## config.mk

```make
export PLATFORM = sky130hd
export DESIGN_NAME = srfm_regfile
export DESIGN_NICKNAME = d
export VERILOG_FILES = /design/src/srfm_pkg.sv /design/src/srfm_regfile.sv
export SDC_FILE = /design/constraint.sdc
export NUM_CORES = 2
export LEC_CHECK = 0
export BUFFER_PORTS_ARGS = -buffer_cell sky130_fd_sc_hd__buf_4
export CAP_MARGIN = 25
export CORE_MARGIN = 4
export CORE_UTILIZATION = 45
export DETAILED_ROUTE_END_ITERATION = 10
export REMOVE_ABC_BUFFERS = 1
export SYNTH_ARGS = -nofsm -noshare
export SYNTH_HDL_FRONTEND = slang
export SYNTH_SLANG_ARGS = --single-unit
```

## constraint.sdc

```tcl
create_clock -name clk -period 4.3 [get_ports clk]
set_input_delay 0.215 -clock clk [delete_from_list [all_inputs] [get_ports clk]]
set_output_delay 0.215 -clock clk [all_outputs]
set_load 0.005 [all_outputs]
```

## src/srfm_pkg.sv

```systemverilog
// shared constants for the processor system register file
package srfm_pkg;

	// ------------------------------------------------------------
	// widths
	// ------------------------------------------------------------
	localparam int MOD_W   = 4;
	localparam int IDX_W   = 4;
	localparam int DATA_W  = 16;
	localparam int BYTE_W  = 8;
	localparam int NUM_ACC = 16;
	localparam int NUM_PFX = 8;
	localparam int SP_W    = 4;

	// ------------------------------------------------------------
	// module numbers
	// ------------------------------------------------------------
	localparam logic [3:0] MOD_SYS = 4'h8;
	localparam logic [3:0] MOD_ACC = 4'h9;
	localparam logic [3:0] MOD_PFX = 4'hB;
	localparam logic [3:0] MOD_IP  = 4'hC;
	localparam logic [3:0] MOD_SP  = 4'hD;
	localparam logic [3:0] MOD_DPC = 4'hE;
	localparam logic [3:0] MOD_DP  = 4'hF;

	// ------------------------------------------------------------
	// register indices
	// ------------------------------------------------------------
	localparam logic [3:0] IDX_ACC_SEL      = 4'h0;
	localparam logic [3:0] IDX_ACC_SEL_CTL  = 4'h1;
	localparam logic [3:0] IDX_PROC_FLAGS   = 4'h4;
	localparam logic [3:0] IDX_INT_CTL      = 4'h5;
	localparam logic [3:0] IDX_INT_MASK     = 4'h6;
	localparam logic [3:0] IDX_SYS_CTL      = 4'h8;
	localparam logic [3:0] IDX_INT_PEND     = 4'hB;
	localparam logic [3:0] IDX_CLK_CTL      = 4'hE;
	localparam logic [3:0] IDX_WDOG_CTL     = 4'hF;
	localparam logic [3:0] IDX_INSTR_PTR    = 4'h0;
	localparam logic [3:0] IDX_STACK_PTR    = 4'h1;
	localparam logic [3:0] IDX_INT_VECTOR   = 4'h2;
	localparam logic [3:0] IDX_LOOP_CNT0    = 4'h6;
	localparam logic [3:0] IDX_LOOP_CNT1    = 4'h7;
	localparam logic [3:0] IDX_FRAME_DISP   = 4'h3;
	localparam logic [3:0] IDX_PTR_CTL      = 4'h4;
	localparam logic [3:0] IDX_GEN          = 4'h5;
	localparam logic [3:0] IDX_GEN_LOW      = 4'h6;
	localparam logic [3:0] IDX_FRAME_BASE   = 4'h7;
	localparam logic [3:0] IDX_GEN_SWAP     = 4'h8;
	localparam logic [3:0] IDX_GEN_HIGH     = 4'h9;
	localparam logic [3:0] IDX_GEN_SEXT     = 4'hA;
	localparam logic [3:0] IDX_FRAME_ACCESS = 4'hB;
	localparam logic [3:0] IDX_DATA_PTR0    = 4'h3;
	localparam logic [3:0] IDX_DATA_PTR1    = 4'h7;
	localparam int         IDX_UPPER_BIT    = 3;

	// ------------------------------------------------------------
	// writable masks, fixed bits and reset values
	// ------------------------------------------------------------
	localparam logic [7:0]  ACC_SEL_WMASK   = 8'h0F;
	localparam logic [7:0]  ACC_CTL_WMASK   = 8'hC7;
	localparam logic [7:0]  INT_CTL_WMASK   = 8'h03;
	localparam logic [7:0]  INT_MASK_WMASK  = 8'h8F;
	localparam logic [7:0]  SYS_CTL_WMASK   = 8'h92;
	localparam logic [7:0]  CLK_CTL_WMASK   = 8'h7F;
	localparam logic [7:0]  CLK_CTL_FIXED   = 8'h80;
	localparam logic [7:0]  WDOG_CTL_WMASK  = 8'hFF;
	localparam logic [15:0] PTR_CTL_WMASK   = 16'h001F;
	localparam int          FLAGS_W         = 5;
	localparam int          FLAG_ZERO_BIT   = 7;
	localparam int          FLAG_SIGN_BIT   = 6;

	localparam logic [7:0]  SYS_CTL_RST     = 8'h82;
	localparam logic [7:0]  CLK_CTL_RST     = 8'h00;
	localparam logic [7:0]  WDOG_CTL_RST    = 8'h00;
	localparam logic [15:0] INSTR_PTR_RST   = 16'h8000;
	localparam logic [3:0]  STACK_PTR_RST   = 4'hF;
	localparam logic [15:0] PTR_CTL_RST     = 16'h001C;

	// pointer control fields
	localparam int WBS_LSB  = 2;
	localparam int WBS_MSB  = 4;
	localparam int SDPS_LSB = 0;
	localparam int SDPS_MSB = 1;

endpackage

```

## src/srfm_regfile.sv

```systemverilog
// system register file: accumulators, prefix, pointers, counters and system control
//
// Function
// - every register read completes in one cycle, data the next cycle
// - writes to indices 00h..07h commit in one cycle
// - writes to indices 08h..0Fh commit after two cycles
// - registers are eight bits wide except the sixteen-bit ones, the five-bit flags and the four-bit stack pointer
// - swapped view returns low byte on top, high byte below
// - sign-extended view returns low byte with bit 7 copied upward
// - pointer control holds word/byte select 4:2, source select 1:0
// - clock control fields sit at bits 6..0, bit 7 reserved
// - watchdog control holds its eight flag and enable bits 7..0
`timescale 1ns/1ps
`default_nettype none

module srfm_regfile (
	input  wire logic                     clk,
	input  wire logic                     sys_rst,
	input  wire logic [srfm_pkg::MOD_W-1:0]  reg_module,
	input  wire logic [srfm_pkg::IDX_W-1:0]  reg_index,
	input  wire logic [srfm_pkg::DATA_W-1:0] reg_wdata,
	input  wire logic                     reg_wr,
	input  wire logic                     reg_rd,
	output logic      [srfm_pkg::DATA_W-1:0] reg_rdata,
	output logic                          reg_wr_done,
	input  wire logic [srfm_pkg::BYTE_W-1:0] interrupt_pending_in,
	input  wire logic [srfm_pkg::DATA_W-1:0] frame_rdata_in,
	output logic      [srfm_pkg::DATA_W-1:0] frame_address,
	output logic      [srfm_pkg::DATA_W-1:0] frame_wdata,
	output logic                          frame_wr,
	output logic      [srfm_pkg::BYTE_W-1:0] clock_control_out,
	output logic      [srfm_pkg::BYTE_W-1:0] watchdog_control_out,
	output logic      [srfm_pkg::DATA_W-1:0] pointer_control_out,
	output logic      [srfm_pkg::DATA_W-1:0] active_accumulator_out,
	output logic      [srfm_pkg::DATA_W-1:0] instruction_pointer_out
);
	import srfm_pkg::*;

	// ------------------------------------------------------------
	// helpers
	// ------------------------------------------------------------
	function automatic logic hit(input logic [3:0] m, input logic [3:0] i,
		input logic [3:0] tm, input logic [3:0] ti);
		hit = (m == tm) && (i == ti);
	endfunction

	function automatic logic [7:0] merge8(input logic [7:0] old, input logic [7:0] nw,
		input logic [7:0] mask);
		merge8 = (old & ~mask) | (nw & mask);
	endfunction

	// ------------------------------------------------------------
	// storage
	// ------------------------------------------------------------
	logic [DATA_W-1:0] acc_reg [NUM_ACC];
	logic [DATA_W-1:0] pfx_reg [NUM_PFX];
	logic [7:0]        acc_sel_reg;
	logic [7:0]        acc_ctl_reg;
	logic [FLAGS_W-1:0] flags_reg;
	logic [7:0]        int_ctl_reg;
	logic [7:0]        int_mask_reg;
	logic [7:0]        sys_ctl_reg;
	logic [7:0]        clk_ctl_reg;
	logic [7:0]        wdog_ctl_reg;
	logic [DATA_W-1:0] ip_reg;
	logic [SP_W-1:0]   sp_reg;
	logic [DATA_W-1:0] iv_reg;
	logic [DATA_W-1:0] lc0_reg;
	logic [DATA_W-1:0] lc1_reg;
	logic [7:0]        disp_reg;
	logic [DATA_W-1:0] ptr_ctl_reg;
	logic [DATA_W-1:0] gen_reg;
	logic [DATA_W-1:0] base_reg;
	logic [DATA_W-1:0] dp0_reg;
	logic [DATA_W-1:0] dp1_reg;
	logic [DATA_W-1:0] rdata_reg;
	logic [DATA_W-1:0] rd_next;
	logic [DATA_W-1:0] frame_wdata_reg;
	logic              frame_wr_reg;

	// ------------------------------------------------------------
	// write pipeline
	// ------------------------------------------------------------
	// upper-half writes wait one extra cycle in a single holding stage;
	// the master is never stalled, so a holding write and a fresh
	// lower-half write may commit on the same edge (older first)
	logic              pend_valid_reg;
	logic [3:0]        pend_module_reg;
	logic [3:0]        pend_index_reg;
	logic [DATA_W-1:0] pend_data_reg;
	logic              wr_upper;
	logic              cv [2];
	logic [3:0]        cm [2];
	logic [3:0]        ci [2];
	logic [DATA_W-1:0] cd [2];

	assign wr_upper = reg_index[IDX_UPPER_BIT];

	always_ff @(posedge clk) begin
		if (sys_rst) begin
			pend_valid_reg  <= 1'b0;
			pend_module_reg <= '0;
			pend_index_reg  <= '0;
			pend_data_reg   <= '0;
		end else begin
			pend_valid_reg <= reg_wr && wr_upper;
			if (reg_wr && wr_upper) begin
				pend_module_reg <= reg_module;
				pend_index_reg  <= reg_index;
				pend_data_reg   <= reg_wdata;
			end
		end
	end

	assign cv[0] = pend_valid_reg;
	assign cm[0] = pend_module_reg;
	assign ci[0] = pend_index_reg;
	assign cd[0] = pend_data_reg;
	assign cv[1] = reg_wr && !wr_upper;
	assign cm[1] = reg_module;
	assign ci[1] = reg_index;
	assign cd[1] = reg_wdata;

	assign reg_wr_done = cv[0] || cv[1];

	// ------------------------------------------------------------
	// accumulator and prefix arrays
	// ------------------------------------------------------------
	always_ff @(posedge clk) begin
		if (sys_rst) begin
			for (int n = 0; n < NUM_ACC; n++) begin
				acc_reg[n] <= '0;
			end
		end else begin
			for (int k = 0; k < 2; k++) begin
				if (cv[k] && cm[k] == MOD_ACC) begin
					acc_reg[ci[k]] <= cd[k];
				end
			end
		end
	end

	always_ff @(posedge clk) begin
		if (sys_rst) begin
			for (int n = 0; n < NUM_PFX; n++) begin
				pfx_reg[n] <= '0;
			end
		end else begin
			for (int k = 0; k < 2; k++) begin
				if (cv[k] && cm[k] == MOD_PFX && !ci[k][IDX_UPPER_BIT]) begin
					pfx_reg[ci[k][2:0]] <= cd[k];
				end
			end
		end
	end

	// ------------------------------------------------------------
	// system control group
	// ------------------------------------------------------------
	always_ff @(posedge clk) begin
		if (sys_rst) begin
			acc_sel_reg  <= '0;
			acc_ctl_reg  <= '0;
			flags_reg    <= '0;
			int_ctl_reg  <= '0;
			int_mask_reg <= '0;
			sys_ctl_reg  <= SYS_CTL_RST;
			clk_ctl_reg  <= CLK_CTL_RST;
			wdog_ctl_reg <= WDOG_CTL_RST;
		end else begin
			for (int k = 0; k < 2; k++) begin
				if (cv[k] && hit(cm[k], ci[k], MOD_SYS, IDX_ACC_SEL)) begin
					acc_sel_reg <= merge8(acc_sel_reg, cd[k][7:0], ACC_SEL_WMASK);
				end
				if (cv[k] && hit(cm[k], ci[k], MOD_SYS, IDX_ACC_SEL_CTL)) begin
					acc_ctl_reg <= merge8(acc_ctl_reg, cd[k][7:0], ACC_CTL_WMASK);
				end
				if (cv[k] && hit(cm[k], ci[k], MOD_SYS, IDX_PROC_FLAGS)) begin
					flags_reg <= cd[k][FLAGS_W-1:0];
				end
				if (cv[k] && hit(cm[k], ci[k], MOD_SYS, IDX_INT_CTL)) begin
					int_ctl_reg <= merge8(int_ctl_reg, cd[k][7:0], INT_CTL_WMASK);
				end
				if (cv[k] && hit(cm[k], ci[k], MOD_SYS, IDX_INT_MASK)) begin
					int_mask_reg <= merge8(int_mask_reg, cd[k][7:0], INT_MASK_WMASK);
				end
				if (cv[k] && hit(cm[k], ci[k], MOD_SYS, IDX_SYS_CTL)) begin
					sys_ctl_reg <= merge8(sys_ctl_reg, cd[k][7:0], SYS_CTL_WMASK);
				end
				if (cv[k] && hit(cm[k], ci[k], MOD_SYS, IDX_CLK_CTL)) begin
					clk_ctl_reg <= merge8(clk_ctl_reg, cd[k][7:0], CLK_CTL_WMASK);
				end
				if (cv[k] && hit(cm[k], ci[k], MOD_SYS, IDX_WDOG_CTL)) begin
					wdog_ctl_reg <= merge8(wdog_ctl_reg, cd[k][7:0], WDOG_CTL_WMASK);
				end
			end
		end
	end

	// ------------------------------------------------------------
	// instruction pointer, stack, vector and loop counters
	// ------------------------------------------------------------
	always_ff @(posedge clk) begin
		if (sys_rst) begin
			ip_reg  <= INSTR_PTR_RST;
			sp_reg  <= STACK_PTR_RST;
			iv_reg  <= '0;
			lc0_reg <= '0;
			lc1_reg <= '0;
		end else begin
			for (int k = 0; k < 2; k++) begin
				if (cv[k] && hit(cm[k], ci[k], MOD_IP, IDX_INSTR_PTR)) begin
					ip_reg <= cd[k];
				end
				if (cv[k] && hit(cm[k], ci[k], MOD_SP, IDX_STACK_PTR)) begin
					sp_reg <= cd[k][SP_W-1:0];
				end
				if (cv[k] && hit(cm[k], ci[k], MOD_SP, IDX_INT_VECTOR)) begin
					iv_reg <= cd[k];
				end
				if (cv[k] && hit(cm[k], ci[k], MOD_SP, IDX_LOOP_CNT0)) begin
					lc0_reg <= cd[k];
				end
				if (cv[k] && hit(cm[k], ci[k], MOD_SP, IDX_LOOP_CNT1)) begin
					lc1_reg <= cd[k];
				end
			end
		end
	end

	// ------------------------------------------------------------
	// pointer control, general register and frame pointer
	// ------------------------------------------------------------
	always_ff @(posedge clk) begin
		if (sys_rst) begin
			disp_reg    <= '0;
			ptr_ctl_reg <= PTR_CTL_RST;
			gen_reg     <= '0;
			base_reg    <= '0;
		end else begin
			for (int k = 0; k < 2; k++) begin
				if (cv[k] && hit(cm[k], ci[k], MOD_DPC, IDX_FRAME_DISP)) begin
					disp_reg <= cd[k][7:0];
				end
				if (cv[k] && hit(cm[k], ci[k], MOD_DPC, IDX_PTR_CTL)) begin
					ptr_ctl_reg <= cd[k] & PTR_CTL_WMASK;
				end
				if (cv[k] && hit(cm[k], ci[k], MOD_DPC, IDX_GEN)) begin
					gen_reg <= cd[k];
				end
				if (cv[k] && hit(cm[k], ci[k], MOD_DPC, IDX_GEN_LOW)) begin
					gen_reg[7:0] <= cd[k][7:0];
				end
				if (cv[k] && hit(cm[k], ci[k], MOD_DPC, IDX_GEN_HIGH)) begin
					gen_reg[15:8] <= cd[k][7:0];
				end
				if (cv[k] && hit(cm[k], ci[k], MOD_DPC, IDX_FRAME_BASE)) begin
					base_reg <= cd[k];
				end
			end
		end
	end

	// frame-indexed writes go out to data memory; the swapped and
	// sign-extended views are read-only, so writes to them drop
	always_ff @(posedge clk) begin
		if (sys_rst) begin
			frame_wr_reg    <= 1'b0;
			frame_wdata_reg <= '0;
		end else begin
			frame_wr_reg <= cv[0] && hit(cm[0], ci[0], MOD_DPC, IDX_FRAME_ACCESS);
			if (cv[0] && hit(cm[0], ci[0], MOD_DPC, IDX_FRAME_ACCESS)) begin
				frame_wdata_reg <= cd[0];
			end
		end
	end

	// ------------------------------------------------------------
	// data pointers
	// ------------------------------------------------------------
	always_ff @(posedge clk) begin
		if (sys_rst) begin
			dp0_reg <= '0;
			dp1_reg <= '0;
		end else begin
			for (int k = 0; k < 2; k++) begin
				if (cv[k] && hit(cm[k], ci[k], MOD_DP, IDX_DATA_PTR0)) begin
					dp0_reg <= cd[k];
				end
				if (cv[k] && hit(cm[k], ci[k], MOD_DP, IDX_DATA_PTR1)) begin
					dp1_reg <= cd[k];
				end
			end
		end
	end

	// ------------------------------------------------------------
	// read path
	// ------------------------------------------------------------
	logic [DATA_W-1:0] active_acc;
	logic [7:0]        flags_view;

	assign active_acc = acc_reg[acc_sel_reg[3:0]];

	always_comb begin
		flags_view = {3'h0, flags_reg};
		flags_view[FLAG_ZERO_BIT] = (active_acc == '0);
		flags_view[FLAG_SIGN_BIT] = active_acc[DATA_W-1];
	end

	// a read sees the committed state; an upper-half write still in
	// the holding stage is not yet visible
	always_comb begin
		rd_next = '0;
		case (reg_module)
			MOD_SYS: begin
				case (reg_index)
					IDX_ACC_SEL:     rd_next = {8'h00, acc_sel_reg};
					IDX_ACC_SEL_CTL: rd_next = {8'h00, acc_ctl_reg};
					IDX_PROC_FLAGS:  rd_next = {8'h00, flags_view};
					IDX_INT_CTL:     rd_next = {8'h00, int_ctl_reg};
					IDX_INT_MASK:    rd_next = {8'h00, int_mask_reg};
					IDX_SYS_CTL:     rd_next = {8'h00, sys_ctl_reg};
					IDX_INT_PEND:    rd_next = {8'h00, interrupt_pending_in & INT_MASK_WMASK};
					IDX_CLK_CTL:     rd_next = {8'h00, clk_ctl_reg | CLK_CTL_FIXED};
					IDX_WDOG_CTL:    rd_next = {8'h00, wdog_ctl_reg};
					default:         rd_next = '0;
				endcase
			end
			MOD_ACC: rd_next = acc_reg[reg_index];
			MOD_PFX: begin
				if (!reg_index[IDX_UPPER_BIT]) begin
					rd_next = pfx_reg[reg_index[2:0]];
				end
			end
			MOD_IP: begin
				if (reg_index == IDX_INSTR_PTR) begin
					rd_next = ip_reg;
				end
			end
			MOD_SP: begin
				case (reg_index)
					IDX_STACK_PTR:  rd_next = {12'h000, sp_reg};
					IDX_INT_VECTOR: rd_next = iv_reg;
					IDX_LOOP_CNT0:  rd_next = lc0_reg;
					IDX_LOOP_CNT1:  rd_next = lc1_reg;
					default:        rd_next = '0;
				endcase
			end
			MOD_DPC: begin
				case (reg_index)
					IDX_FRAME_DISP:   rd_next = {8'h00, disp_reg};
					IDX_PTR_CTL:      rd_next = ptr_ctl_reg;
					IDX_GEN:          rd_next = gen_reg;
					IDX_GEN_LOW:      rd_next = {8'h00, gen_reg[7:0]};
					IDX_FRAME_BASE:   rd_next = base_reg;
					IDX_GEN_SWAP:     rd_next = {gen_reg[7:0], gen_reg[15:8]};
					IDX_GEN_HIGH:     rd_next = {8'h00, gen_reg[15:8]};
					IDX_GEN_SEXT:     rd_next = {{8{gen_reg[7]}}, gen_reg[7:0]};
					IDX_FRAME_ACCESS: rd_next = frame_rdata_in;
					default:          rd_next = '0;
				endcase
			end
			MOD_DP: begin
				case (reg_index)
					IDX_DATA_PTR0: rd_next = dp0_reg;
					IDX_DATA_PTR1: rd_next = dp1_reg;
					default:       rd_next = '0;
				endcase
			end
			default: rd_next = '0;
		endcase
	end

	always_ff @(posedge clk) begin
		if (sys_rst) begin
			rdata_reg <= '0;
		end else begin
			rdata_reg <= reg_rd ? rd_next : '0;
		end
	end

	// ------------------------------------------------------------
	// outputs
	// ------------------------------------------------------------
	assign reg_rdata               = rdata_reg;
	assign frame_address           = base_reg + {8'h00, disp_reg};
	assign frame_wdata             = frame_wdata_reg;
	assign frame_wr                = frame_wr_reg;
	assign clock_control_out       = clk_ctl_reg | CLK_CTL_FIXED;
	assign watchdog_control_out    = wdog_ctl_reg;
	assign pointer_control_out     = ptr_ctl_reg;
	assign active_accumulator_out  = active_acc;
	assign instruction_pointer_out = ip_reg;

endmodule

`default_nettype wire

```

Yosys cells after proc, flatten, opt, wreduce, memory -nomap -nowiden
Memory sizes are Yosys's and may differ from the RTL's. A register that Yosys moved wholly into a read port is not among the register bits.
Index checks and enable logic that the tools add are counted.
Cells by class
  $add $sub $neg: 1
  multipliers: 0
  divide/modulo/power cells: 0
  order comparisons: 0
  eq/ne operators: 39
  shift-type cells: 0
  mux-type cells: 77
  bitwise operators: 13
  reduce and logical (&&, ||, !) cells: 125
Operators with widths (number)
  16-bit 2-to-1 mux: 22
  8-bit 2-to-1 mux: 20
  16-bit one-hot mux with 9 select lines: 1
  16-bit one-hot mux with 7 select lines: 1
  4-bit equality test, second input constant: 25
  1-bit logical AND: 94
  8-bit one-hot mux with 9 select lines: 1
  16-bit one-hot mux with 4 select lines: 1
  16-bit OR reduction: 4
  2-bit nonzero test: 18
  4-bit by 3-bit equality test with 1-bit output, second input constant: 8
  7-bit by 8-bit bitwise OR with 8-bit output: 4
  16-bit one-hot mux with 2 select lines: 1
  4-bit 2-to-1 mux: 6
  5-bit 2-to-1 mux: 4
  1-bit 2-to-1 mux: 18
  16-bit by 8-bit adder with 16-bit output: 1
  4-bit by 2-bit equality test with 1-bit output, second input constant: 4
  16-bit zero test: 1
  6-bit by 8-bit bitwise OR with 8-bit output: 2
  8-bit by 2-bit bitwise OR with 8-bit output: 2
  8-bit by 4-bit bitwise OR with 8-bit output: 2
  8-bit by 7-bit bitwise OR with 8-bit output: 2
  4-bit by 1-bit equality test with 1-bit output, second input constant: 2
  other kinds (7): 11
Word-level totals
  register bits after elaboration: 264
  latch bits: 0
  memory bits (writable): 384
  bits in read-only memories: 0
  bits of input ports: 52
  output and inout bits: 114
  word-level logic and storage cells: 284
  memories: 2
Memories
  acc_reg: depth 16, width 16, rd ports 2, clocked after memory_dff 1, write ports 16, RTL line srfm_regfile.sv:55  | logic [DATA_W-1:0] acc_reg [NUM_ACC];
  pfx_reg: depth 8, width 16, rd ports 1, clocked after memory_dff 0, write ports 8, RTL line srfm_regfile.sv:56  | logic [DATA_W-1:0] pfx_reg [NUM_PFX];

Depth between registers and ports, before layout
  depth in word-level cells: 9
  gate-level depth with buffers: 15
  gate-level depth less buffers: 10

Least setup slack after synthesis
Ideal clock, no wire load.
  kind: input to register
  from: input reg_index[2] (netlist name)
  to: memory acc_reg[8][0] (enable)
  library setup time: 0.411 ns
  arrival: 3.168 ns
  required time: 3.889 ns
  setup slack: 0.721 ns
  stages on the path: 12
  buffers on the path: 6
  cell sequence: buf_2 inv_2 buf_2 clkbuf_1 ha_1 clkbuf_1 and2_1 and3_1 clkbuf_1 clkbuf_1 nor2_1 o21ai_0
RTL lines
  start, declared: RTL line srfm_regfile.sv:20  | input wire logic [srfm_pkg::IDX_W-1:0] reg_index,
  end, declared: RTL line srfm_regfile.sv:55

==> impl_results.md <==
* ANT nets after route at 0
* Routability cong. at 0.933
* CP Class: reg -> out
* Status: finished, final reports clean
* YS warnings at 0
* Detailed-route DRC error count at 0
* Clock tree sinks at 630
* Max Fclk at 0.298 GHz
* Synth Area in Compound Gates at 20.0%
* Max Fanout on Critical Path at 23
* Sequential share of power at 47.9%
* DR vias at 27184
* Slowest stage delay, CP at 0.72 ns
* Gates resized, CTS repair at 0
* Pint at 10.6 mW
* Core footprint at 74800 um^2
* Tmin final at 3.35 ns
* Die area at 80200 um^2
* Share of cells above drive strength 1 at 22.2%
* Initial Util at 45.6%
* Leakage at 13.3 nW
* I/O Buffers at 150
* Initial antenna violation count at 2
* Largest register FFs at 256
* Clock Skews at 0.0188 ns
* HP Class: in -> reg
* FF-to-FF path depth at 8
* Post-DP HPWL at 80.4 mm
* Wire per inst at 32.7 um
* Synthesized flop and latch total at 630
* Iteration count of the initial detailed-routing pass at 6
* Overall routing resource usage at 30.9%
* First-pass GRT wire length at 184 mm
* Sw power at 3.46 mW
* Postcts setup bufs at 0
* Max-cap violations at 0
* Largest net degree at the start of global routing at 184
* Initial DRC count at 3152
* Gr ovfl total at 0
* Relative slew slack at 24.0%
* PwrDens at 365 nW/um^2
* Final WL at 129 mm
* Final hold violations at 0
* Post-Synth XOR/XNOR Area at 0.334%
* Final Worst Setup Slack at 0.948 ns
* RSZ-0062 raised after global routing: false
* Pre-CTS setup slack at 0.864 ns
* CP max-delay cell: dfxtp_4
* Final Max Tran Viols at 0
* Clk Latency, worst-skew pair at 0.62 ns
* Vert. Die Dim at 283 um
* Worst R2R End: reg_rdata[6]
* CTS H-tree lvls at 3
* Most frequent cells after synthesis: a22o_1, edfxtp_1, clkbuf_1, nor2_1, dfxtp_1
* Area grow syn2layout at 13.1%
* CP required at 4.09 ns
* Asr flop ratio synth at 0%
* DR vias/cell at 6.91
* Syn_area_per_cell at 11.6 um^2
* Netlist cell types at 68
* Adder-Cell Fraction of Synth Area at 0.499%
* Simple-Gate Fraction of Synth Area at 8.62%
* Reg-to-reg slack, setup at 1.14 ns
* Worst Path Buf+Inv at 2
* Combinational group share of total power at 8.0%
* Final hold slack at 0.0878 ns
* Cell family with most CP delay: multiplexers
* Hold Startpoint: reg_index[1]
* CTS hold repair buffers at 5
* Post-synth top area share at 33.8%
* Arr. time, crit path at 3.14 ns
* Crit. End Element: output pin
* Worst-margin pin slew at 1.14 ns
* Clock network power share at 44.1%
* Number of CTS-inserted buffers at 70
* CP Launch Type: flop
* Synth area leader: edfxtp_1
* Clock root buffer: clkbuf_16
* Synth Cell Area at 34100 um^2
* Largest family of logic cells by synthesized area: compound AO/OA/AOI/OAI gates
* Hold Crit Depth at 3
* Rows at 100
* Antenna Diode Count at 0
* Post-synth EDFFs at 384
* TritonCTS clock tree: yes
* Synth area leaders: edfxtp_1, dfxtp_1, mux4_2, a22o_1, mux2i_1
* Die Span X at 283 um
* Crit-path cells: buf_4, mux4_2, mux4_2, buf_4
* Synth Instances at 2928
* Bufs on Longest Clock Path at 3
* # nets final at 2975
* WHS Endpoint: pend_index_reg[1]
* Clock transition at the registers of the reported paths at 0.06 ns
* Register area share after synthesis at 48.3%
* VDD IR max at 0.258 mV
* IO Pins at 166
* Most frequent cell after synthesis: a22o_1
* Setup violators final at 0
* Final period utilization at 77.9%
* Most used DFF post-synth: edfxtp_1
* Vias in the first global route at 26647
* Mux cell area share after synthesis at 17.2%
* Switch share at 24.6%
placed cells by master (no fill, tap or decap), types with 16 or more instances in the layout:
master,n
a22o_1,402
edfxtp_1,384
buf_4,268
nor2_1,248
dfxtp_1,232
nand2_1,190
mux4_2,180
a211oi_1,179
mux2i_1,178
a21oi_1,100
a22oi_1,78
clkbuf_16,74
nand3_1,23
nor3_2,22
inv_1,20
a31oi_1,18
nor2b_1,16
nor2_2,16
nor3_1,16
layout make-up:
class	count	area (um^2)
clock buffer	95	2000
clock inverter	33	330
fill	6443	36300
inverter	21	78.8
multi-input combinational	1897	16000
sequential	630	16500
tap	969	1210
timing repair buffer	290	2400
metal layers:
layer	vias up	global-route usage, %	share of wire (%)
met5	-	0	0.024
met4	4	16.6	6.4
met3	391	7.50	11
met2	1734	48.0	45
met1	13642	40.1	38
li1	11413	-	-
worst max path at each step:
stage | depth (start not counted) | from | endpoint
3_5_place_dp | 7 | reg_index[3] | pfx_reg[4][8]
2_1_floorplan | 5 | flop | reg_rdata[7]
6_report | 4 | flop | active_accumulator_out[13]
5_1_grt | 4 | flop | active_accumulator_out[12]
3_3_place_gp | 7 | reg_index[3] | pfx_reg[5][8]
4_1_cts | 4 | flop | active_accumulator_out[13]
worst reg2reg max path: stages, from the launching register on:
cell,delay (ns)
dfxtp_4,0.72
buf_4,0.47
mux4_2,0.54
a22oi_1,0.16
nand2_1,0.28
a221oi_1,0.43
nor2_1,0.11
a2111oi_2,0.23
nor2_1,0.09
logic make-up (layout without fill, tap and decap cells):
group / count (synthesis) / after routing
and+or+nand+nor: 624 / 624
DFF: 630 / 630
xor gates and xnor gates: 13 / 13
buffers and inverters: 411 / 439
AOI/OAI and AO/OA: 876 / 876
adders and majority gates: 13 / 13
other: 2 / 12
muxes: 359 / 359
through the flow:
| stage | instance area [um^2] | setup TNS, ns | cells | power, mW | utilization [%] |
|---|---|---|---|---|---|
| 2_1_floorplan | 32500 | -0.345 | 2548 | 7.25 | - |
| 3_5_place_dp | 36100 | 0 | 3796 | 7.95 | 48.2 |
| 5_1_grt | 38500 | 0 | 3935 | 14.4 | 51.5 |
| 4_1_cts | 38400 | 0 | 3929 | 14.1 | 51.4 |
| 6_report | 38500 | 0 | 3935 | 14.1 | 51.5 |
| 3_3_place_gp | 35900 | 0 | 3789 | 7.91 | 48.0 |
power by group through the flow:
stage | sequential, mW | combinational, mW | clock (mW)
finish | 6.73 | 1.13 | 6.19
global route | 6.75 | 1.15 | 6.49
CTS | 6.73 | 1.10 | 6.24
detailed placement | 6.86 | 1.09 | 0
global placement | 6.85 | 1.06 | 0
floorplan | 6.81 | 0.441 | 0
Note: power is estimated with default switching activity, not from simulation.
